===== config.mk =====
export PLATFORM = sky130hd
export DESIGN_NAME = lmt_drive
export DESIGN_NICKNAME = d
export VERILOG_FILES = /design/src/lmt_pkg.sv /design/src/lmt_drive.sv /design/src/lmt_sync3.sv /design/src/lmt_ram.sv
export SDC_FILE = /design/constraint.sdc
export NUM_CORES = 1
export LEC_CHECK = 0
export ABC_CLOCK_PERIOD_IN_PS = 3050
export BUFFER_PORTS_ARGS = -buffer_cell sky130_fd_sc_hd__buf_2
export CORE_MARGIN = 5
export CORE_UTILIZATION = 39
export DETAILED_ROUTE_END_ITERATION = 7
export PLACE_DENSITY = 0.6
export SKIP_CTS_REPAIR_TIMING = 1
export SLEW_MARGIN = 25
export SYNTH_ARGS = -nofsm -noshare
export SYNTH_HDL_FRONTEND = slang
export SYNTH_SLANG_ARGS = --single-unit

===== constraint.sdc =====
create_clock -name REF_CLK -period 3.05 [get_ports REF_CLK]
set_input_delay 0.1525 -clock REF_CLK [delete_from_list [all_inputs] [get_ports REF_CLK]]
set_output_delay 0.1525 -clock REF_CLK [all_outputs]
set_load 0.02 [all_outputs]

===== src/lmt_pkg.sv =====
// Shared constants and types for the LCD multiplex drive timing block.
package lmt_pkg;

  // ----------------------------------------
  // Clock and frame timing
  // ----------------------------------------
  localparam int LMT_REF_FREQ_HZ = 20_000_000;
  localparam int LMT_OSC_FREQ_HZ = 1970;
  localparam int LMT_OSC_HALF_CYC = LMT_REF_FREQ_HZ / (2 * LMT_OSC_FREQ_HZ);
  localparam logic [4:0] LMT_FRAME_DIV = 5'h18;
  localparam logic [4:0] LMT_SLOT_STATIC = 5'h18;
  localparam logic [4:0] LMT_SLOT_MUX2 = 5'h0c;
  localparam logic [4:0] LMT_SLOT_MUX3 = 5'h08;
  localparam logic [4:0] LMT_SLOT_MUX4 = 5'h06;
  localparam logic [2:0] LMT_STRAP_WAIT = 3'h4;
  localparam logic [1:0] LMT_LOAD_DELAY = 2'h2;

  // ----------------------------------------
  // Display geometry
  // ----------------------------------------
  localparam int LMT_COLS = 60;
  localparam int LMT_ROWS = 4;

  // ----------------------------------------
  // Drive levels on the two-bit output codes
  // ----------------------------------------
  localparam logic [1:0] LMT_LVL_VSS = 2'h0;
  localparam logic [1:0] LMT_LVL_LOW = 2'h1;
  localparam logic [1:0] LMT_LVL_HIGH = 2'h2;
  localparam logic [1:0] LMT_LVL_VLCD = 2'h3;

  // ----------------------------------------
  // Drive configurations
  // ----------------------------------------
  typedef enum logic [1:0] {
    LMT_MODE_MUX4 = 2'b00,
    LMT_MODE_STATIC = 2'b01,
    LMT_MODE_MUX2 = 2'b10,
    LMT_MODE_MUX3 = 2'b11
  } lmt_mode_type;

  localparam lmt_mode_type LMT_MODE_RESET = LMT_MODE_MUX4;
  localparam logic LMT_BIAS_THIRD_RESET = 1'b0;

endpackage


===== src/lmt_drive.sv =====
// Top of the LCD multiplex drive timing: clock select, frame divider, sync and output drive.
`timescale 1ns/10ps
module lmt_drive
  import lmt_pkg::*;
#(
  parameter int OSC_HALF_CYC = LMT_OSC_HALF_CYC
) (
  // Clock and reset.
  input wire logic REF_CLK,
  input wire logic RST_B,
  // Clock source strap and two-way clock pin.
  input wire logic OSC_STRAP,
  input wire logic CLK_I,
  output logic CLK_O,
  output logic CLK_OE_B,
  // Open-drain cascade sync pin.
  input wire logic SYNC_I,
  output logic SYNC_O,
  output logic SYNC_OE_B,
  // Mode-set command from the command decoder.
  input wire logic MODE_SET_STB,
  input wire logic [1:0] MODE_SEL,
  input wire logic BIAS_THIRD,
  // Display memory column write.
  input wire logic RAM_WR_STB,
  input wire logic [5:0] RAM_WR_COL,
  input wire logic [3:0] RAM_WR_DATA,
  // Drive level codes and frame marker.
  output logic [7:0] BACKPLANE_DRIVE_OUTPUTS,
  output logic [119:0] ELEMENT_DRIVE_OUTPUTS,
  output logic FRAME_RATE
);

  localparam int OW = $clog2(OSC_HALF_CYC + 1);
  localparam logic [OW-1:0] OSC_LAST = OW'(OSC_HALF_CYC - 1);

  typedef struct packed {
    logic [2:0] strap_cnt;
    logic strap_done;
    logic ext_sel;
    logic [OW-1:0] osc_cnt;
    logic clk_o;
    logic clk_prev;
    logic [4:0] tick_cnt;
    logic [4:0] sub_cnt;
    logic [1:0] row;
    logic pol;
    logic running;
    lmt_mode_type mode;
    logic bias_third;
    lmt_mode_type mode_pend;
    logic bias_pend;
    logic [1:0] load_cnt;
    logic [LMT_COLS-1:0] disp;
    logic [7:0] bp;
    logic [119:0] seg;
    logic frame;
    logic sync_oe_b;
    logic sync_prev;
    logic clk_oe_b;
  } lmt_state_type;

  lmt_state_type st_r;
  lmt_state_type st_nxt;

  logic [2:0] pins_s;
  logic [LMT_COLS-1:0] ram_rd;

  // ----------------------------------------
  // Pin synchronisers and display memory
  // ----------------------------------------

  // Strap, external clock and sync pin cross into the reference clock.
  lmt_sync3 #(.W(3)) u_sync (
    .clk(REF_CLK),
    .rst_b(RST_B),
    .d_in({SYNC_I, CLK_I, OSC_STRAP}),
    .q_out(pins_s)
  );

  // Display memory; the read row follows the current slot.
  lmt_ram #(.COLS(LMT_COLS), .ROWS(LMT_ROWS)) u_ram (
    .clk(REF_CLK),
    .rst_b(RST_B),
    .wr_en(RAM_WR_STB),
    .wr_col(RAM_WR_COL),
    .wr_data(RAM_WR_DATA),
    .rd_row(st_r.row),
    .rd_data(ram_rd)
  );

  // ----------------------------------------
  // Level helpers
  // ----------------------------------------

  // Slot length in timing ticks for a drive configuration.
  function automatic logic [4:0] slot_len(input lmt_mode_type m);
    logic [4:0] len;
    unique case (m)
      LMT_MODE_STATIC: len = LMT_SLOT_STATIC;
      LMT_MODE_MUX2: len = LMT_SLOT_MUX2;
      LMT_MODE_MUX3: len = LMT_SLOT_MUX3;
      LMT_MODE_MUX4: len = LMT_SLOT_MUX4;
    endcase
    return len;
  endfunction

  // Whether backplane k is selected in the current row slot.
  function automatic logic bp_sel(input int k, input logic [1:0] row, input lmt_mode_type m);
    logic sel;
    unique case (m)
      LMT_MODE_STATIC: sel = 1'b1;
      LMT_MODE_MUX2: sel = (2'(k) & 2'h1) == row;
      LMT_MODE_MUX3: sel = (k == 3) ? (row == 2'h1) : (2'(k) == row);
      LMT_MODE_MUX4: sel = 2'(k) == row;
    endcase
    return sel;
  endfunction

  // Backplane level: full swing when selected, mid levels otherwise.
  function automatic logic [1:0] bp_lvl(input logic sel, input logic pol, input logic third);
    logic [1:0] lvl;
    if (sel) begin
      lvl = pol ? LMT_LVL_VSS : LMT_LVL_VLCD;
    end else if (third) begin
      lvl = pol ? LMT_LVL_HIGH : LMT_LVL_LOW;
    end else begin
      lvl = LMT_LVL_LOW;
    end
    return lvl;
  endfunction

  // Element level: on opposes the selected backplane, off sits one bias step away, or at the backplane level in static mode.
  function automatic logic [1:0] seg_lvl(input logic on, input logic pol, input lmt_mode_type m,
                                         input logic third);
    logic [1:0] lvl;
    if (on) begin
      lvl = pol ? LMT_LVL_VLCD : LMT_LVL_VSS;
    end else if (m == LMT_MODE_STATIC) begin
      lvl = pol ? LMT_LVL_VSS : LMT_LVL_VLCD;
    end else if (third) begin
      lvl = pol ? LMT_LVL_LOW : LMT_LVL_HIGH;
    end else begin
      lvl = LMT_LVL_LOW;
    end
    return lvl;
  endfunction

  // ----------------------------------------
  // Next-state logic
  // ----------------------------------------

  logic tick;
  logic restart;
  logic frame_end;
  logic slot_end;

  // Clock select, divider, slots, sync and output drive in one pass.
  always_comb begin
    st_nxt = st_r;
    tick = 1'b0;
    restart = 1'b0;
    frame_end = 1'b0;
    slot_end = 1'b0;
    st_nxt.frame = 1'b0;

    // Catch the strap once the synchroniser has settled after reset.
    if (!st_r.strap_done) begin
      st_nxt.strap_cnt = st_r.strap_cnt + 3'h1;
      if (st_r.strap_cnt == LMT_STRAP_WAIT) begin
        st_nxt.strap_done = 1'b1;
        st_nxt.ext_sel = pins_s[0];
      end
    end

    // Produce the timing tick from the selected source.
    if (st_r.strap_done && !st_r.ext_sel) begin
      if (st_r.osc_cnt == OSC_LAST) begin
        st_nxt.osc_cnt = '0;
        st_nxt.clk_o = ~st_r.clk_o;
        tick = ~st_r.clk_o;
      end else begin
        st_nxt.osc_cnt = st_r.osc_cnt + OW'(1);
      end
    end else if (st_r.strap_done) begin
      tick = pins_s[1] & ~st_r.clk_prev;
    end
    st_nxt.clk_prev = pins_s[1];

    // A fresh fall of the sync pin away from frame start means another driver restarted.
    // Only the edge counts: the own pull is still seen low for a few cycles after its release.
    restart = st_r.running && st_r.sync_prev && !pins_s[2] && (st_r.tick_cnt != 5'h0);
    st_nxt.sync_prev = pins_s[2];

    // Latch a mode-set command; it takes effect at the next frame start.
    if (MODE_SET_STB) begin
      st_nxt.mode_pend = lmt_mode_type'(MODE_SEL);
      st_nxt.bias_pend = BIAS_THIRD;
    end

    // Divide ticks into slots by the mode's slot length and the frame by a fixed count.
    if (restart) begin
      st_nxt.tick_cnt = 5'h0;
      st_nxt.sub_cnt = 5'h0;
      st_nxt.row = 2'h0;
      st_nxt.load_cnt = LMT_LOAD_DELAY;
    end else if (tick) begin
      st_nxt.running = 1'b1;
      frame_end = st_r.tick_cnt == (LMT_FRAME_DIV - 5'h1);
      slot_end = st_r.sub_cnt == (slot_len(st_r.mode) - 5'h1);
      st_nxt.tick_cnt = st_r.tick_cnt + 5'h1;
      st_nxt.sub_cnt = st_r.sub_cnt + 5'h1;
      if (!st_r.running || frame_end) begin
        st_nxt.tick_cnt = 5'h0;
        st_nxt.sub_cnt = 5'h0;
        st_nxt.row = 2'h0;
        st_nxt.pol = st_r.running ? ~st_r.pol : 1'b0;
        st_nxt.mode = st_r.mode_pend;
        st_nxt.bias_third = st_r.bias_pend;
        st_nxt.frame = 1'b1;
        st_nxt.load_cnt = LMT_LOAD_DELAY;
      end else if (slot_end) begin
        st_nxt.sub_cnt = 5'h0;
        st_nxt.row = st_r.row + 2'h1;
        st_nxt.load_cnt = LMT_LOAD_DELAY;
      end
    end

    // Pull sync low during the first tick of each frame.
    st_nxt.sync_oe_b = ~(st_nxt.running && (st_nxt.tick_cnt == 5'h0));

    // Drive the clock pin only once the strap has chosen the internal oscillator.
    st_nxt.clk_oe_b = ~(st_nxt.strap_done && !st_nxt.ext_sel);

    // After the memory read settles, load the display register and drive the outputs.
    if (st_r.load_cnt != 2'h0 && !(restart || tick)) begin
      st_nxt.load_cnt = st_r.load_cnt - 2'h1;
      if (st_r.load_cnt == 2'h1) begin
        st_nxt.disp = ram_rd;
        for (int k = 0; k < LMT_ROWS; k++) begin
          st_nxt.bp[2*k +: 2] = bp_lvl(bp_sel(k, st_r.row, st_r.mode), st_r.pol,
                                       st_r.bias_third && (st_r.mode != LMT_MODE_STATIC));
        end
        for (int n = 0; n < LMT_COLS; n++) begin
          st_nxt.seg[2*n +: 2] = seg_lvl(ram_rd[n], st_r.pol, st_r.mode,
                                         st_r.bias_third);
        end
      end
    end
  end

  // ----------------------------------------
  // State register
  // ----------------------------------------

  // Reset leaves every drive output at the full LCD level and the default configuration.
  always_ff @(posedge REF_CLK or negedge RST_B) begin
    if (!RST_B) begin
      st_r <= '0;
      st_r.mode <= LMT_MODE_RESET;
      st_r.mode_pend <= LMT_MODE_RESET;
      st_r.bias_third <= LMT_BIAS_THIRD_RESET;
      st_r.bias_pend <= LMT_BIAS_THIRD_RESET;
      st_r.bp <= {4{LMT_LVL_VLCD}};
      st_r.seg <= {LMT_COLS{LMT_LVL_VLCD}};
      st_r.sync_oe_b <= 1'b1;
      st_r.clk_oe_b <= 1'b1;
    end else begin
      st_r <= st_nxt;
    end
  end

  // ----------------------------------------
  // Outputs
  // ----------------------------------------

  // Every output except SYNC_O, which is tied low, is a field of the state register.
  assign CLK_O = st_r.clk_o;
  assign CLK_OE_B = st_r.clk_oe_b;
  assign SYNC_O = 1'b0;
  assign SYNC_OE_B = st_r.sync_oe_b;
  assign BACKPLANE_DRIVE_OUTPUTS = st_r.bp;
  assign ELEMENT_DRIVE_OUTPUTS = st_r.seg;
  assign FRAME_RATE = st_r.frame;

endmodule


===== src/lmt_sync3.sv =====
// Three-stage synchroniser that accepts a change once stages two and three agree.
`timescale 1ns/10ps
module lmt_sync3 #(
  parameter int W = 1
) (
  // Clock and reset.
  input wire logic clk,
  input wire logic rst_b,
  // Asynchronous input and filtered result.
  input wire logic [W-1:0] d_in,
  output logic [W-1:0] q_out
);

  typedef struct packed {
    logic [W-1:0] s1;
    logic [W-1:0] s2;
    logic [W-1:0] s3;
    logic [W-1:0] q;
  } lmt_sync_type;

  lmt_sync_type st_r;
  lmt_sync_type st_nxt;

  // Shift the chain; the first stage feeds only the second.
  always_comb begin
    st_nxt = st_r;
    st_nxt.s1 = d_in;
    st_nxt.s2 = st_r.s1;
    st_nxt.s3 = st_r.s2;
    for (int i = 0; i < W; i++) begin
      if (st_r.s2[i] == st_r.s3[i]) begin
        st_nxt.q[i] = st_r.s3[i];
      end
    end
  end

  // Register the chain.
  always_ff @(posedge clk or negedge rst_b) begin
    if (!rst_b) begin
      st_r <= '0;
    end else begin
      st_r <= st_nxt;
    end
  end

  assign q_out = st_r.q;

endmodule


===== src/lmt_ram.sv =====
// Display memory of columns by rows with a per-column write and a registered row read.
`timescale 1ns/10ps
module lmt_ram #(
  parameter int COLS = 60,
  parameter int ROWS = 4
) (
  // Clock and reset.
  input wire logic clk,
  input wire logic rst_b,
  // Column write port, one bit per row.
  input wire logic wr_en,
  input wire logic [5:0] wr_col,
  input wire logic [ROWS-1:0] wr_data,
  // Row read port.
  input wire logic [1:0] rd_row,
  output logic [COLS-1:0] rd_data
);

  logic [COLS-1:0] mem_r [ROWS];
  logic [COLS-1:0] rd_r;

  // Each row stores its bit of the written column.
  for (genvar k = 0; k < ROWS; k++) begin : g_row
    always_ff @(posedge clk or negedge rst_b) begin
      if (!rst_b) begin
        mem_r[k] <= '0;
      end else if (wr_en && (int'(wr_col) < COLS)) begin
        mem_r[k][wr_col] <= wr_data[k];
      end
    end
  end

  // Read data come out of a register one cycle after the address.
  always_ff @(posedge clk or negedge rst_b) begin
    if (!rst_b) begin
      rd_r <= '0;
    end else begin
      rd_r <= mem_r[rd_row];
    end
  end

  assign rd_data = rd_r;

endmodule


; Word level (Yosys, flattened, before mapping)
; Cells that the tools add are included.
[totals]
regBits = 546
latchBits = 0
ramBits = 0
mem_bits_ro = 0
out_inout_bits = 133
elab_cells = 221
memories = 0
[classes]
add_sub_neg = 7
mul = 0
div_mod_pow = 0
magnitude_cmp = 4
n_eq_ne = 16
n_shift = 0
mux = 119
bitwise_logic = 8
n_reduce_logical = 33
[op_table]
columns = op, count
row1 = bitwise mux 60 bit, 4
row2 = two-way mux 190 bit, 1
row3 = two-way mux 188 bit, 1
row4 = two-way mux 2 bit, 77
row5 = binary-select mux 60 bit (select 2 bit), 1
row6 = two-way mux 60 bit, 2
row7 = case mux 5 bit (4 select lines), 1
row8 = two-way mux 1 bit, 17
row9 = two-way mux 17 bit, 1
row10 = two-way mux 5 bit, 3
row11 = two-way mux 7 bit, 2
row12 = "adder 13 x 1 -> 13 bit, second input constant", 1
row13 = "equality test 13 bit, second input constant", 1
row14 = two-way mux 13 bit, 1
row15 = two-way mux 12 bit, 1
row16 = "adder 5 x 1 -> 5 bit, second input constant", 2
row17 = logical AND 1 bit, 10
row18 = AND reduction 2 bit, 4
row19 = "< comparator 6 x 7 -> 1 bit, second input constant", 1
row20 = demux 1 bit (select 6 bit), 1
row21 = "equality test 2 x 1 -> 1 bit, second input constant", 3
row22 = ">= comparator 6 x 1 -> 1 bit, second input constant", 1
row23 = "< comparator 6 bit, second input constant", 1
row24 = NOT 1 bit, 6
row25 = other kinds (31), 44

; Logic depth before layout (Yosys ltp)
; Gate-level depths: netlist (run 1).
[depth]
depth_word = 15
ltp_mapped = 10
mapped_depth_nobuf = 7

; Modules after synthesis
; A second synthesis (run 1) with hierarchy kept.
[unflattened]
hier_cells = 1829
area_unflattened_um2 = 22037.4
[by_module_without_submodules]
columns = mod, n_inst, cells_per_inst, area_per_inst_um2
row1 = lmt_ram, 1, 740, 12321.8
row2 = lmt_drive, 1, 1071, 9359.0
row3 = lmt_sync3, 1, 18, 356.6

; Worst setup path after synthesis (run 1)
; No wires, ideal clock.
[synth_timing]
path_type = reg2reg
startpoint = reg st_r[216] in the netlist's numbering
endpoint = reg st_r (netlist bit BACKPLANE_DRIVE_OUTPUTS[4])
setup_time_ns = 0.082
t_arrival_ns = 2.093
t_required_ns = 2.968
setup_slack_ns = 0.874
stages_incl_launch_ff = 9
n_path_buf = 3
period_less_slack_ns = 2.176
path_cell_list = dfrtp_1 > ha_1 > nor4b_1 > and4_1 > buf_2 > or4_4 > buf_6 > buf_6 > mux2_4
[synth_between]
elab_chain_len = 7
[synth_rtl]
columns = element, line
row1 = from (decl), lmt_drive.sv:63  ; lmt_state_type st_r;
row2 = from (signal assigned), lmt_drive.sv:269  ; st_r <= st_nxt;
row3 = equality test 13 bit, lmt_drive.sv:178  ; if (st_r.osc_cnt == OSC_LAST) begin
row4 = two-way mux 1 bit, lmt_drive.sv:178
row5 = two-way mux 1 bit, lmt_drive.sv:177  ; if (st_r.strap_done && !st_r.ext_sel) begin
row6 = logical OR 1 bit, lmt_drive.sv:236  ; if (st_r.load_cnt != 2'h0 && !(restart || tick)) begin
row7 = logical NOT 1 bit, lmt_drive.sv:236
row8 = logical AND 1 bit, lmt_drive.sv:236
row9 = AND reduction 2 bit (no line), -
; No other way between the ends.
; A chain may end at the register's enable or synchronous reset.

; Final worst setup path (run 1)
[layout_timing]
startpoint = reg st_r[199] in the netlist's numbering
endpoint = reg st_r (netlist bit ELEMENT_DRIVE_OUTPUTS[74])
[layout_between]
elab_chain_len = 3
[layout_rtl]
columns = element, line
row1 = equality test 2 x 1 -> 1 bit, lmt_drive.sv:139  ; end else if (m == LMT_MODE_STATIC) begin
row2 = two-way mux 2 bit, lmt_drive.sv:139
row3 = two-way mux 2 bit, lmt_drive.sv:137  ; if (on) begin
; No other way between the ends.

==> results of run 1 <==
kinds of logic after synthesis:
kind of cell / count (synthesis) / share of synthesized area
other cells: 1 / 0.0001720
simple gates: 430 / 0.08394
buf+inv: 253 / 0.06742
xor+xnor: 16 / 0.006426
fa+ha+maj: 20 / 0.01113
compound gates: 298 / 0.07281
flops: 486 / 0.5652
mux: 313 / 0.1930
power groups by stage:
| stage | clock network (W) | registers, W | logic [W] |
|---|---|---|---|
| floorplan | 0 | 0.00921 | 0.00591 |
| global placement | 0 | 0.00956 | 0.00669 |
| detailed placement | 0 | 0.00962 | 0.00681 |
| CTS | 0.00677 | 0.00953 | 0.00682 |
| global route | 0.00703 | 0.00975 | 0.00750 |
| finish | 0.00658 | 0.00950 | 0.00669 |
sequential cells by signal (all words and copies together) (netlist names), 3 cells and up:
register	flops
u_sync.st_nxt	6
st_r	42
ELEMENT_DRIVE_OUTPUTS	120
u_sync.q_out	3
u_ram.mem_r	240
u_sync.st_r	3
u_ram.rd_data	60
BACKPLANE_DRIVE_OUTPUTS	8
cells in the mapped netlist (all sizes together), types with 3 or more instances:
master,n,share of area
xor2,8,0.0032
nand2b,8,0.0023
nand3b,4,0.0014
nand4,4,0.0011
inv,17,0.0029
mux4,60,0.062
nand4b,3,0.0012
ha,17,0.0098
dfstp,130,0.16
clkbuf,87,0.015
dfrtp,356,0.41
mux2,253,0.13
maj3,3,0.0014
nor3,9,0.0021
nor3b,6,0.0021
a221o,3,0.0014
a21o,7,0.0024
a21oi,126,0.029
nor2b,3,0.00086
nand3,19,0.0044
o22ai,3,0.00086
o31ai,5,0.0017
o21ai,138,0.032
nor2,187,0.032
xnor2,8,0.0032
or3,5,0.0014
nor4b,3,0.0015
buf,149,0.050
nand2,166,0.029
through the flow:
step                      total power [W]  utilization  cells
after global placement            0.01625       0.4082   2513
after CTS                         0.02313       0.4409   2610
final                             0.02277       0.4429   2624
after detailed placement          0.01644       0.4082   2513
after global routing              0.02428       0.4427   2621
after floorplan                   0.01512            -   1817
per-layer routing:
layer / track usage / up-vias / wire, um
li1: - / 6201 / -
met1: 0.2208 / 6649 / 21800
met2: 0.2552 / 194 / 22790
met3: 0.03016 / 69 / 1968
met4: 0.04463 / 6 / 979
met5: 0 / - / 41
cell usage in the layout, fill, tap and decap left out, drive strengths merged, types with 4 or more instances in the layout:
| cell | synthesis | layout |
|---|---|---|
| dlygate4sd3 | 0 | 10 |
| clkinv | 0 | 14 |
| nand2 | 166 | 166 |
| or3 | 5 | 5 |
| o21ai | 138 | 138 |
| xor2 | 8 | 8 |
| dfrtp | 356 | 356 |
| a21oi | 126 | 126 |
| a21o | 7 | 7 |
| xnor2 | 8 | 8 |
| nor3 | 9 | 9 |
| dfstp | 130 | 130 |
| nand2b | 8 | 8 |
| buf | 149 | 184 |
| mux2 | 253 | 253 |
| nand3b | 4 | 4 |
| ha | 17 | 17 |
| bufinv | 0 | 6 |
| diode | 0 | 4 |
| nor2 | 187 | 187 |
| nand4 | 4 | 4 |
| inv | 17 | 19 |
| o31ai | 5 | 5 |
| nor3b | 6 | 6 |
| nand3 | 19 | 19 |
| clkbuf | 87 | 73 |
| mux4 | 60 | 60 |
area by class of cell:
type | instances | area share
diodes | 4 | 0.0004095
clock buffers | 73 | 0.06178
clock inverters | 24 | 0.01203
inverters | 17 | 0.002610
multi-input cells | 1078 | 0.3287
flip-flops and latches | 486 | 0.5045
well taps | 748 | 0.03828
repair buffers | 194 | 0.05169
worst max-delay path, stage by stage (launching register included):
cell	delay (ns)
dfrtp_1	0.40
inv_1	0.12
ha_1	0.32
nand2b_1	0.25
o21ai_4	0.73
buf_4	0.41
nor2_1	0.07
a21oi_1	0.14
o21ai_1	0.08
worst paths after layout:
path | start | to | slack, ns | depth (start not counted)
setup reg to reg | st_r[199]$_DFFE_PN0P_ | ELEMENT_DRIVE_OUTPUTS[74]$_DFFE_PN1P_ | 0.41 | 8
min in group asynchronous | RST_B | u_ram.rd_data[14]$_DFF_PN0_ | 0.21 | 2
max in group asynchronous | RST_B | ELEMENT_DRIVE_OUTPUTS[63]$_DFFE_PN1P_ | 1.81 | 3
hold reg to reg | u_sync.st_nxt[6]$_DFF_PN0_ | u_sync.st_nxt[3]$_DFF_PN0_ | 0.35 | 0
setup / recovery | st_r[199]$_DFFE_PN0P_ | ELEMENT_DRIVE_OUTPUTS[74]$_DFFE_PN1P_ | 0.41 | 8
hold / removal | RAM_WR_DATA[1] | u_ram.mem_r[168]$_DFFE_PN0P_ | 0.10 | 2
==> impl_metrics.py, run 1 <==
metrics = {
    "outcome": {
        "run_status": "finished clean",
    },
    "timing": {
        "max_freq_mhz": 379.2,
        "relSlewSlack": 0.3257,
        "slew_viol_final": 0,
        "rsz0062_at_grt": "no",
        "finalHoldWorstSlack_ns": 0.1019,
        "finClkSkew_ns": 0.01372,
        "fin_crit_sh": 0.8646,
        "setup-violations-final": 0,
        "layout_setup_ws_ns": 0.4129,
        "min_period_ns": 2.637,
        "worst_slew_pin_slew_ns": 1.011,
        "hold_viol_final": 0,
        "setup_tns_ns": 0,
    },
    "critical_path": {
        "worstPathArrival_ns": 3.14,
        "crit_type": "reg -> reg",
        "cp.required_ns": 3.55,
        "crit_fanout": 23,
        "start_kind": "register",
        "end_kind": "register",
    },
    "power": {
        "power_switching_w": 0.007768,
        "sw_frac_of_total": 0.3411,
        "max-vdd-ir-drop_uv": 641.8,
        "p_per_area_mw_per_mm2": 931.6,
        "seq_power_share": 0.417,
        "intPower_w": 0.01501,
        "leakage_nw": 11.10,
        "combPwrFrac": 0.294,
        "clkPwrFrac": 0.289,
    },
    "clocking": {
        "numClockSinks": 486,
        "clock_latency_ns": 0.59,
        "root_buffer": "clkbuf_16",
        "cts_tree": "yes",
        "cts_buffer_depth": 3,
        "clk_pin_slew_worst_paths_ns": 0.06,
        "htreeDepth": 2,
        "cts_buffers": 52,
    },
    "routing": {
        "drt_pass1_iterations": 5,
        "wl_per_cell_um": 18.13,
        "wirelength_mm": 47.58,
        "drc": 0,
        "post_drt_via_cell_ratio": 5.000,
        "drt_first_iter_violations": 843,
        "ant_nets": 0,
        "vias": 13119,
    },
    "die": {
        "die_h_um": 246.5,
        "ios": 153,
        "core_area_sq_mm": 0.05520,
        "die_x_um": 246.5,
        "start_util": 0.3951,
        "die_area_sq_mm": 0.06075,
        "rows": 86,
    },
    "placed_design": {
        "placed_area_sq_mm": 0.02253,
        "pre_cts_ws_ns": 0.4154,
        "io_buffer_count": 151,
        "gp_congestion": 0.7592,
        "hpwlAfterDp_mm": 30.25,
    },
    "finish": {
        "postLayoutCellArea_sq_mm": 0.02445,
        "multiInputGateArea_sq_mm": 0.008035,
        "fillers": 5051,
        "nets": 1866,
        "syn2layout_area_growth_pct": 12.10,
        "drive_above_1_share": 0.3873,
        "seqCellArea_sq_mm": 0.01233,
    },
    "global_routing": {
        "antenna_found_initial": 8,
        "grt-ovfl-total": 0,
        "grt_max_degree": 133,
        "grt_pass1_vias": 13784,
        "grt_first_pass_wirelength_mm": 77.64,
        "grt_use_total": 0.1584,
    },
    "logic_synthesis": {
        "yosysSeqAreaShare": 0.5652,
        "ys.warnings.count": 0,
        "synth_area_per_cell_sq_um": 12.00,
        "synth_ff_type": "dfrtp_1",
        "synth_edf_count": 0,
        "syn_inst": 1817,
        "synth.distinct_cells": 57,
        "synthesis.area_sq_mm": 0.02181,
        "syn_nets": 1854,
        "async_flop_share": 1.000,
        "synth_seq_cells": 486,
    },
    "hold_path": {
        "holdCritPathClass": "in -> reg",
    },
    "run": {
        "max-cap-violations": 0,
    },
}
Power figures use the tool's default switching activity.
==> run 2: changes to the inputs <==
==> constraint.sdc (replaced) <==
create_clock -name REF_CLK -period 3.05 [get_ports REF_CLK]
set_input_delay 0.7625 -clock REF_CLK [delete_from_list [all_inputs] [get_ports REF_CLK]]
set_output_delay 0.7625 -clock REF_CLK [all_outputs]
set_load 0.02 [all_outputs]
==> run 2 against run 1 <==
Combinational power increased by 2%. Non-clock buffer count increased by 16. Routed wire length increased by 1.3%. Clock power decreased by 1%. Critical endpoint is now SYNC_OE_B$_DFF_PN1_. First-iteration DRC count decreased by 0.47%. Core utilization increased by 0.25 points. Hold slack improved by 0.074 ns.
==> impl_metrics.py, run 2 (same netlist as run 1, synthesis figures left out) <==
metrics = {
    "timing": {
        "setup_tns_ns": 0,
        "worst_slew_pin_slew_ns": 0.8167,
        "min_period_ns": 2.611,
        "fin_crit_sh": 0.8560,
        "relSlewSlack": 0.4555,
        "finClkSkew_ns": 0.02068,
        "max_freq_mhz": 383.0,
        "hold_viol_final": 0,
        "slew_viol_final": 0,
        "rsz0062_at_grt": "no",
        "setup-violations-final": 0,
    },
    "critical_path": {
        "crit_fanout": 6,
        "ff2ff_path_depth": 6,
        "crit_buf_inv": 0,
        "cpLargestDelayFamily": "compound AO/OA/AOI/OAI gates",
        "start_kind": "register",
        "worstPathArrival_ns": 3.09,
        "regToRegStartpoint": "st_r[216]$_DFFE_PN0N_",
        "end_kind": "register",
        "cp_common_cell": "a21oi_1",
        "cp.required_ns": 3.53,
        "regToRegSetupSlack_ns": 0.44,
        "crit_type": "reg -> reg",
        "startpoint": "st_r[216]$_DFFE_PN0N_",
        "r2r_end": "SYNC_OE_B$_DFF_PN1_",
        "worstPathCellList": "ha_1, nor4b_1, nand4_1, a21oi_1, a21oi_1, o211ai_1",
        "slowest_stage": "a21oi_1",
        "cp_slowest_stage_delay_ns": 0.63,
    },
    "finish": {
        "mostFrequentLayoutCell": "dfrtp_1",
        "fillers": 5033,
        "postLayoutCellArea_sq_mm": 0.02459,
        "largest_register_ffs": 240,
        "multiInputGateArea_sq_mm": 0.008035,
        "top_register": "u_ram.mem_r",
        "drive_above_1_share": 0.3964,
        "seqCellArea_sq_mm": 0.01233,
        "final_cell_mix": "dfrtp_1, mux2_2, nor2_1",
        "syn2layout_area_growth_pct": 12.74,
        "nets": 1884,
    },
    "die": {
        "die_x_um": 246.5,
        "rows": 86,
        "ios": 153,
        "die_h_um": 246.5,
        "start_util": 0.3951,
        "core_area_sq_mm": 0.05520,
        "die_area_sq_mm": 0.06075,
    },
    "placed_design": {
        "placed_area_sq_mm": 0.02280,
        "gp_congestion": 0.7520,
        "io_buffer_count": 151,
        "hpwlAfterDp_mm": 30.79,
    },
    "clocking": {
        "root_buffer": "clkbuf_16",
        "cts_buffers": 54,
        "cts_tree": "yes",
        "numClockSinks": 486,
        "cts_buffer_depth": 3,
        "clk_pin_slew_worst_paths_ns": 0.06,
        "htreeDepth": 2,
        "clock_latency_ns": 0.60,
    },
    "routing": {
        "drt_first_iter_violations": 839,
        "wl_per_cell_um": 18.24,
        "drt_pass1_iterations": 5,
        "drc": 0,
        "post_drt_via_cell_ratio": 5.042,
        "ant_nets": 0,
        "wirelength_mm": 48.19,
        "vias": 13316,
    },
    "run": {
        "max-cap-violations": 0,
    },
    "global_routing": {
        "grt_max_degree": 107,
        "grt_first_pass_wirelength_mm": 78.38,
        "antenna_found_initial": 7,
        "grt_use_total": 0.1606,
        "grt_pass1_vias": 13893,
        "grt-ovfl-total": 0,
    },
    "power": {
        "leakage_nw": 11.19,
        "p_per_area_mw_per_mm2": 926.2,
        "max-vdd-ir-drop_uv": 573.1,
    },
    "outcome": {
        "run_status": "finished clean",
    },
    "hold_path": {
        "holdCritPathClass": "in -> async",
    },
}
run 2: how the worst max path moves through the flow:
stage / end / slack, ns / depth (start not counted)
floorplan: u_ram.mem_r[105]$_DFFE_PN0P_ / 0.73 / 6
global placement: ELEMENT_DRIVE_OUTPUTS[40]$_DFFE_PN1P_ / 0.41 / 8
detailed placement: u_ram.mem_r[5]$_DFFE_PN0P_ / 0.39 / 6
CTS: SYNC_OE_B$_DFF_PN1_ / 0.45 / 6
global route: st_r[212]$_DFF_PN0_ / 0.19 / 6
finish: SYNC_OE_B$_DFF_PN1_ / 0.44 / 6
run 2: per-layer routing:
metal | vias to the layer above | global-route usage | share of wire
met1 | 6743 | 0.2153 | 0.44
met5 | - | 0 | 0.00056
li1 | 6238 | - | -
met3 | 88 | 0.02940 | 0.047
met4 | 4 | 0.04923 | 0.027
met2 | 243 | 0.2673 | 0.49
run 2: layout make-up:
cell class                 count  area share
sequential                   486      0.5016
multi-input combinational   1078      0.3268
clock buffer                  79     0.06371
timing repair buffer         210     0.05812
tap                          748     0.03807
clock inverter                22    0.008957
inverter                      17    0.002595
antenna                        1   0.0001018
run 2: power by group:
| part | leakage, nW | internal [W] | switching [W] |
|---|---|---|---|
| clock network | 0.882 | 0.00389 | 0.00262 |
| logic | 4.25 | 0.00263 | 0.00419 |
| registers | 6.05 | 0.00849 | 0.000960 |
run 2: stage by stage:
stage                     setup slack (ns)  instances  hold slack (ns)  utilization  total power (W)
after floorplan                     0.7268       1817           0.3312            -          0.01512
after global placement              0.4090       2538           0.3362       0.4125          0.01628
after detailed placement            0.3944       2539           0.3378       0.4130          0.01653
after CTS                           0.4509       2640           0.1632       0.4454          0.02314
after global routing                0.1851       2641           0.2043       0.4454          0.02429
final                               0.4391       2641           0.1754       0.4454          0.02277
==> run 3: changes to the inputs <==
- CORE_ASPECT_RATIO: unset -> 1.2
- CTS_BUF_LIST: unset -> sky130_fd_sc_hd__clkbuf_8
==> run 3 against run 2 <==
Flip-flop and latch count did not move. Total power fell by 1.0%. Routed wire length rose by 1.2%. Sequential power barely moved. Global-route usage rose by 0.28 points. Register-to-register slack improved by 0.06 ns. Clock skew rose by 0.016 ns. Count of clock-buffer cells in the layout rose by 24. Sequential share of layout area rose by 0.14 points.
==> impl_metrics.py, run 3 (same netlist as run 1, synthesis figures left out) <==
metrics = {
    "outcome": {
        "run_status": "finished clean",
    },
    "global_routing": {
        "grt-ovfl-total": 0,
        "grt_max_degree": 75,
        "antenna_found_initial": 3,
        "grt_pass1_vias": 14210,
        "grt_use_total": 0.1634,
        "grt_first_pass_wirelength_mm": 78.78,
    },
    "finish": {
        "largest_register_ffs": 240,
        "mostFrequentLayoutCell": "dfrtp_1",
        "syn2layout_area_growth_pct": 12.44,
        "nets": 1906,
        "final_cell_mix": "dfrtp_1, mux2_2, nor2_1",
        "top_register": "u_ram.mem_r",
        "fillers": 5141,
        "fin_util": 0.4398,
        "finalNonFillerCells": 2667,
        "drive_above_1_share": 0.4035,
    },
    "routing": {
        "vias": 13362,
        "ant_nets": 0,
        "wl_per_cell_um": 18.28,
        "post_drt_via_cell_ratio": 5.010,
        "drt_first_iter_violations": 679,
        "drc": 0,
        "wirelength_mm": 48.75,
        "drt_pass1_iterations": 5,
    },
    "power": {
        "leakage_nw": 11.31,
        "max-vdd-ir-drop_uv": 592.7,
        "p_per_area_mw_per_mm2": 919.5,
    },
    "timing": {
        "setup-violations-final": 0,
        "relSlewSlack": 0.5015,
        "max_freq_mhz": 391.8,
        "rsz0062_at_grt": "no",
        "fin_crit_sh": 0.8369,
        "layout_setup_ws_ns": 0.4974,
        "slew_viol_final": 0,
        "min_period_ns": 2.553,
        "worst_slew_pin_slew_ns": 0.7420,
        "finClkSkew_ns": 0.03682,
        "setup_tns_ns": 0,
        "hold_viol_final": 0,
    },
    "critical_path": {
        "worstPathArrival_ns": 3.11,
        "cp_slowest_stage_delay_ns": 0.77,
        "slowest_stage": "or4_4",
        "crit_type": "reg -> reg",
        "end_kind": "register",
        "cp.required_ns": 3.61,
        "crit_fanout": 34,
        "regToRegSetupSlack_ns": 0.50,
        "worstPathCellList": "ha_1, nor4b_1, buf_4, and4_1, or4_4, buf_12, o21ai_0",
        "start_kind": "register",
    },
    "clocking": {
        "cts_tree": "yes",
        "cts_buffer_depth": 3,
        "clk_pin_slew_worst_paths_ns": 0.06,
        "cts_buffers": 82,
        "numClockSinks": 486,
        "root_buffer": "clkbuf_8",
        "clock_latency_ns": 0.67,
        "htreeDepth": 3,
    },
    "die": {
        "die_area_sq_mm": 0.06076,
        "die_h_um": 269.0,
        "start_util": 0.3912,
        "ios": 153,
        "core_area_sq_mm": 0.05575,
        "die_x_um": 225.9,
        "rows": 95,
    },
    "placed_design": {
        "placed_cells": 2512,
        "pre_cts_ws_ns": 0.3523,
        "hpwlAfterDp_mm": 31.14,
        "gp_congestion": 0.7796,
        "io_buffer_count": 151,
    },
    "hold_path": {
        "holdCritPathClass": "in -> async",
    },
    "run": {
        "max-cap-violations": 0,
    },
}
==> run 3: report_power, final <==
group          total [W]  internal (W)  leakage, nW  switching (W)
Clock            0.00619       0.00349         1.02        0.00270
Combinational    0.00688       0.00269         4.24        0.00419
Sequential       0.00948       0.00849         6.05       0.000991
==> run 3: path summary, 6_finish.rpt <==
kind                                                 start                                     end  cells past startpoint
worst max-delay path                 st_r[216]$_DFFE_PN0N_  ELEMENT_DRIVE_OUTPUTS[100]$_DFFE_PN1P_                      7
worst min-delay path                                 RST_B             u_sync.q_out[0]$_DFFE_PN0N_                      1
worst max register to register       st_r[216]$_DFFE_PN0N_  ELEMENT_DRIVE_OUTPUTS[100]$_DFFE_PN1P_                      7
worst min register to register  u_sync.st_nxt[6]$_DFF_PN0_              u_sync.st_nxt[3]$_DFF_PN0_                      0
max in group asynchronous                            RST_B    ELEMENT_DRIVE_OUTPUTS[7]$_DFFE_PN1P_                      2
min in group REF_CLK                                SYNC_I              u_sync.st_nxt[8]$_DFF_PN0_                      1
==> run 3: area by class of cell <==
cell class / instances / area, sq um / area share
diodes: 2 / 5.005 / 0.0002041
clock buffers: 103 / 1418 / 0.05781
clock inverters: 50 / 359.1 / 0.01465
inverters: 17 / 63.81 / 0.002602
multi-input cells: 1078 / 8035 / 0.3277
flip-flops and latches: 486 / 12330 / 0.5030
well taps: 727 / 909.6 / 0.03710
repair buffers: 204 / 1396 / 0.05695
==> run 3: worst max-delay path, delay by kind of cell (launching register included) <==
kind	cells	cell delay [ns]
compound gates	1	0.19
fa+ha+maj	1	0.25
simple gates	3	1.13
flops	1	0.41
buf+inv	2	0.42
==> run 3: per-stage QoR <==
stage	instance area (sq um)	hold WS (ns)	total power, W
6_report	24520	0.07031	0.02255
2_1_floorplan	21810	0.3312	0.01512
3_5_place_dp	22740	0.3395	0.01663
5_1_grt	24520	0.07586	0.02413
4_1_cts	24510	0.04841	0.02296
3_3_place_gp	22710	0.3367	0.01638
==> run 3: layer usage <==
layer,track usage,share of wire,vias up
li1,-,-,6288
met1,0.2122,0.43,6717
met2,0.2772,0.50,276
met3,0.02983,0.049,79
met4,0.05661,0.022,2
met5,0,0.00027,-
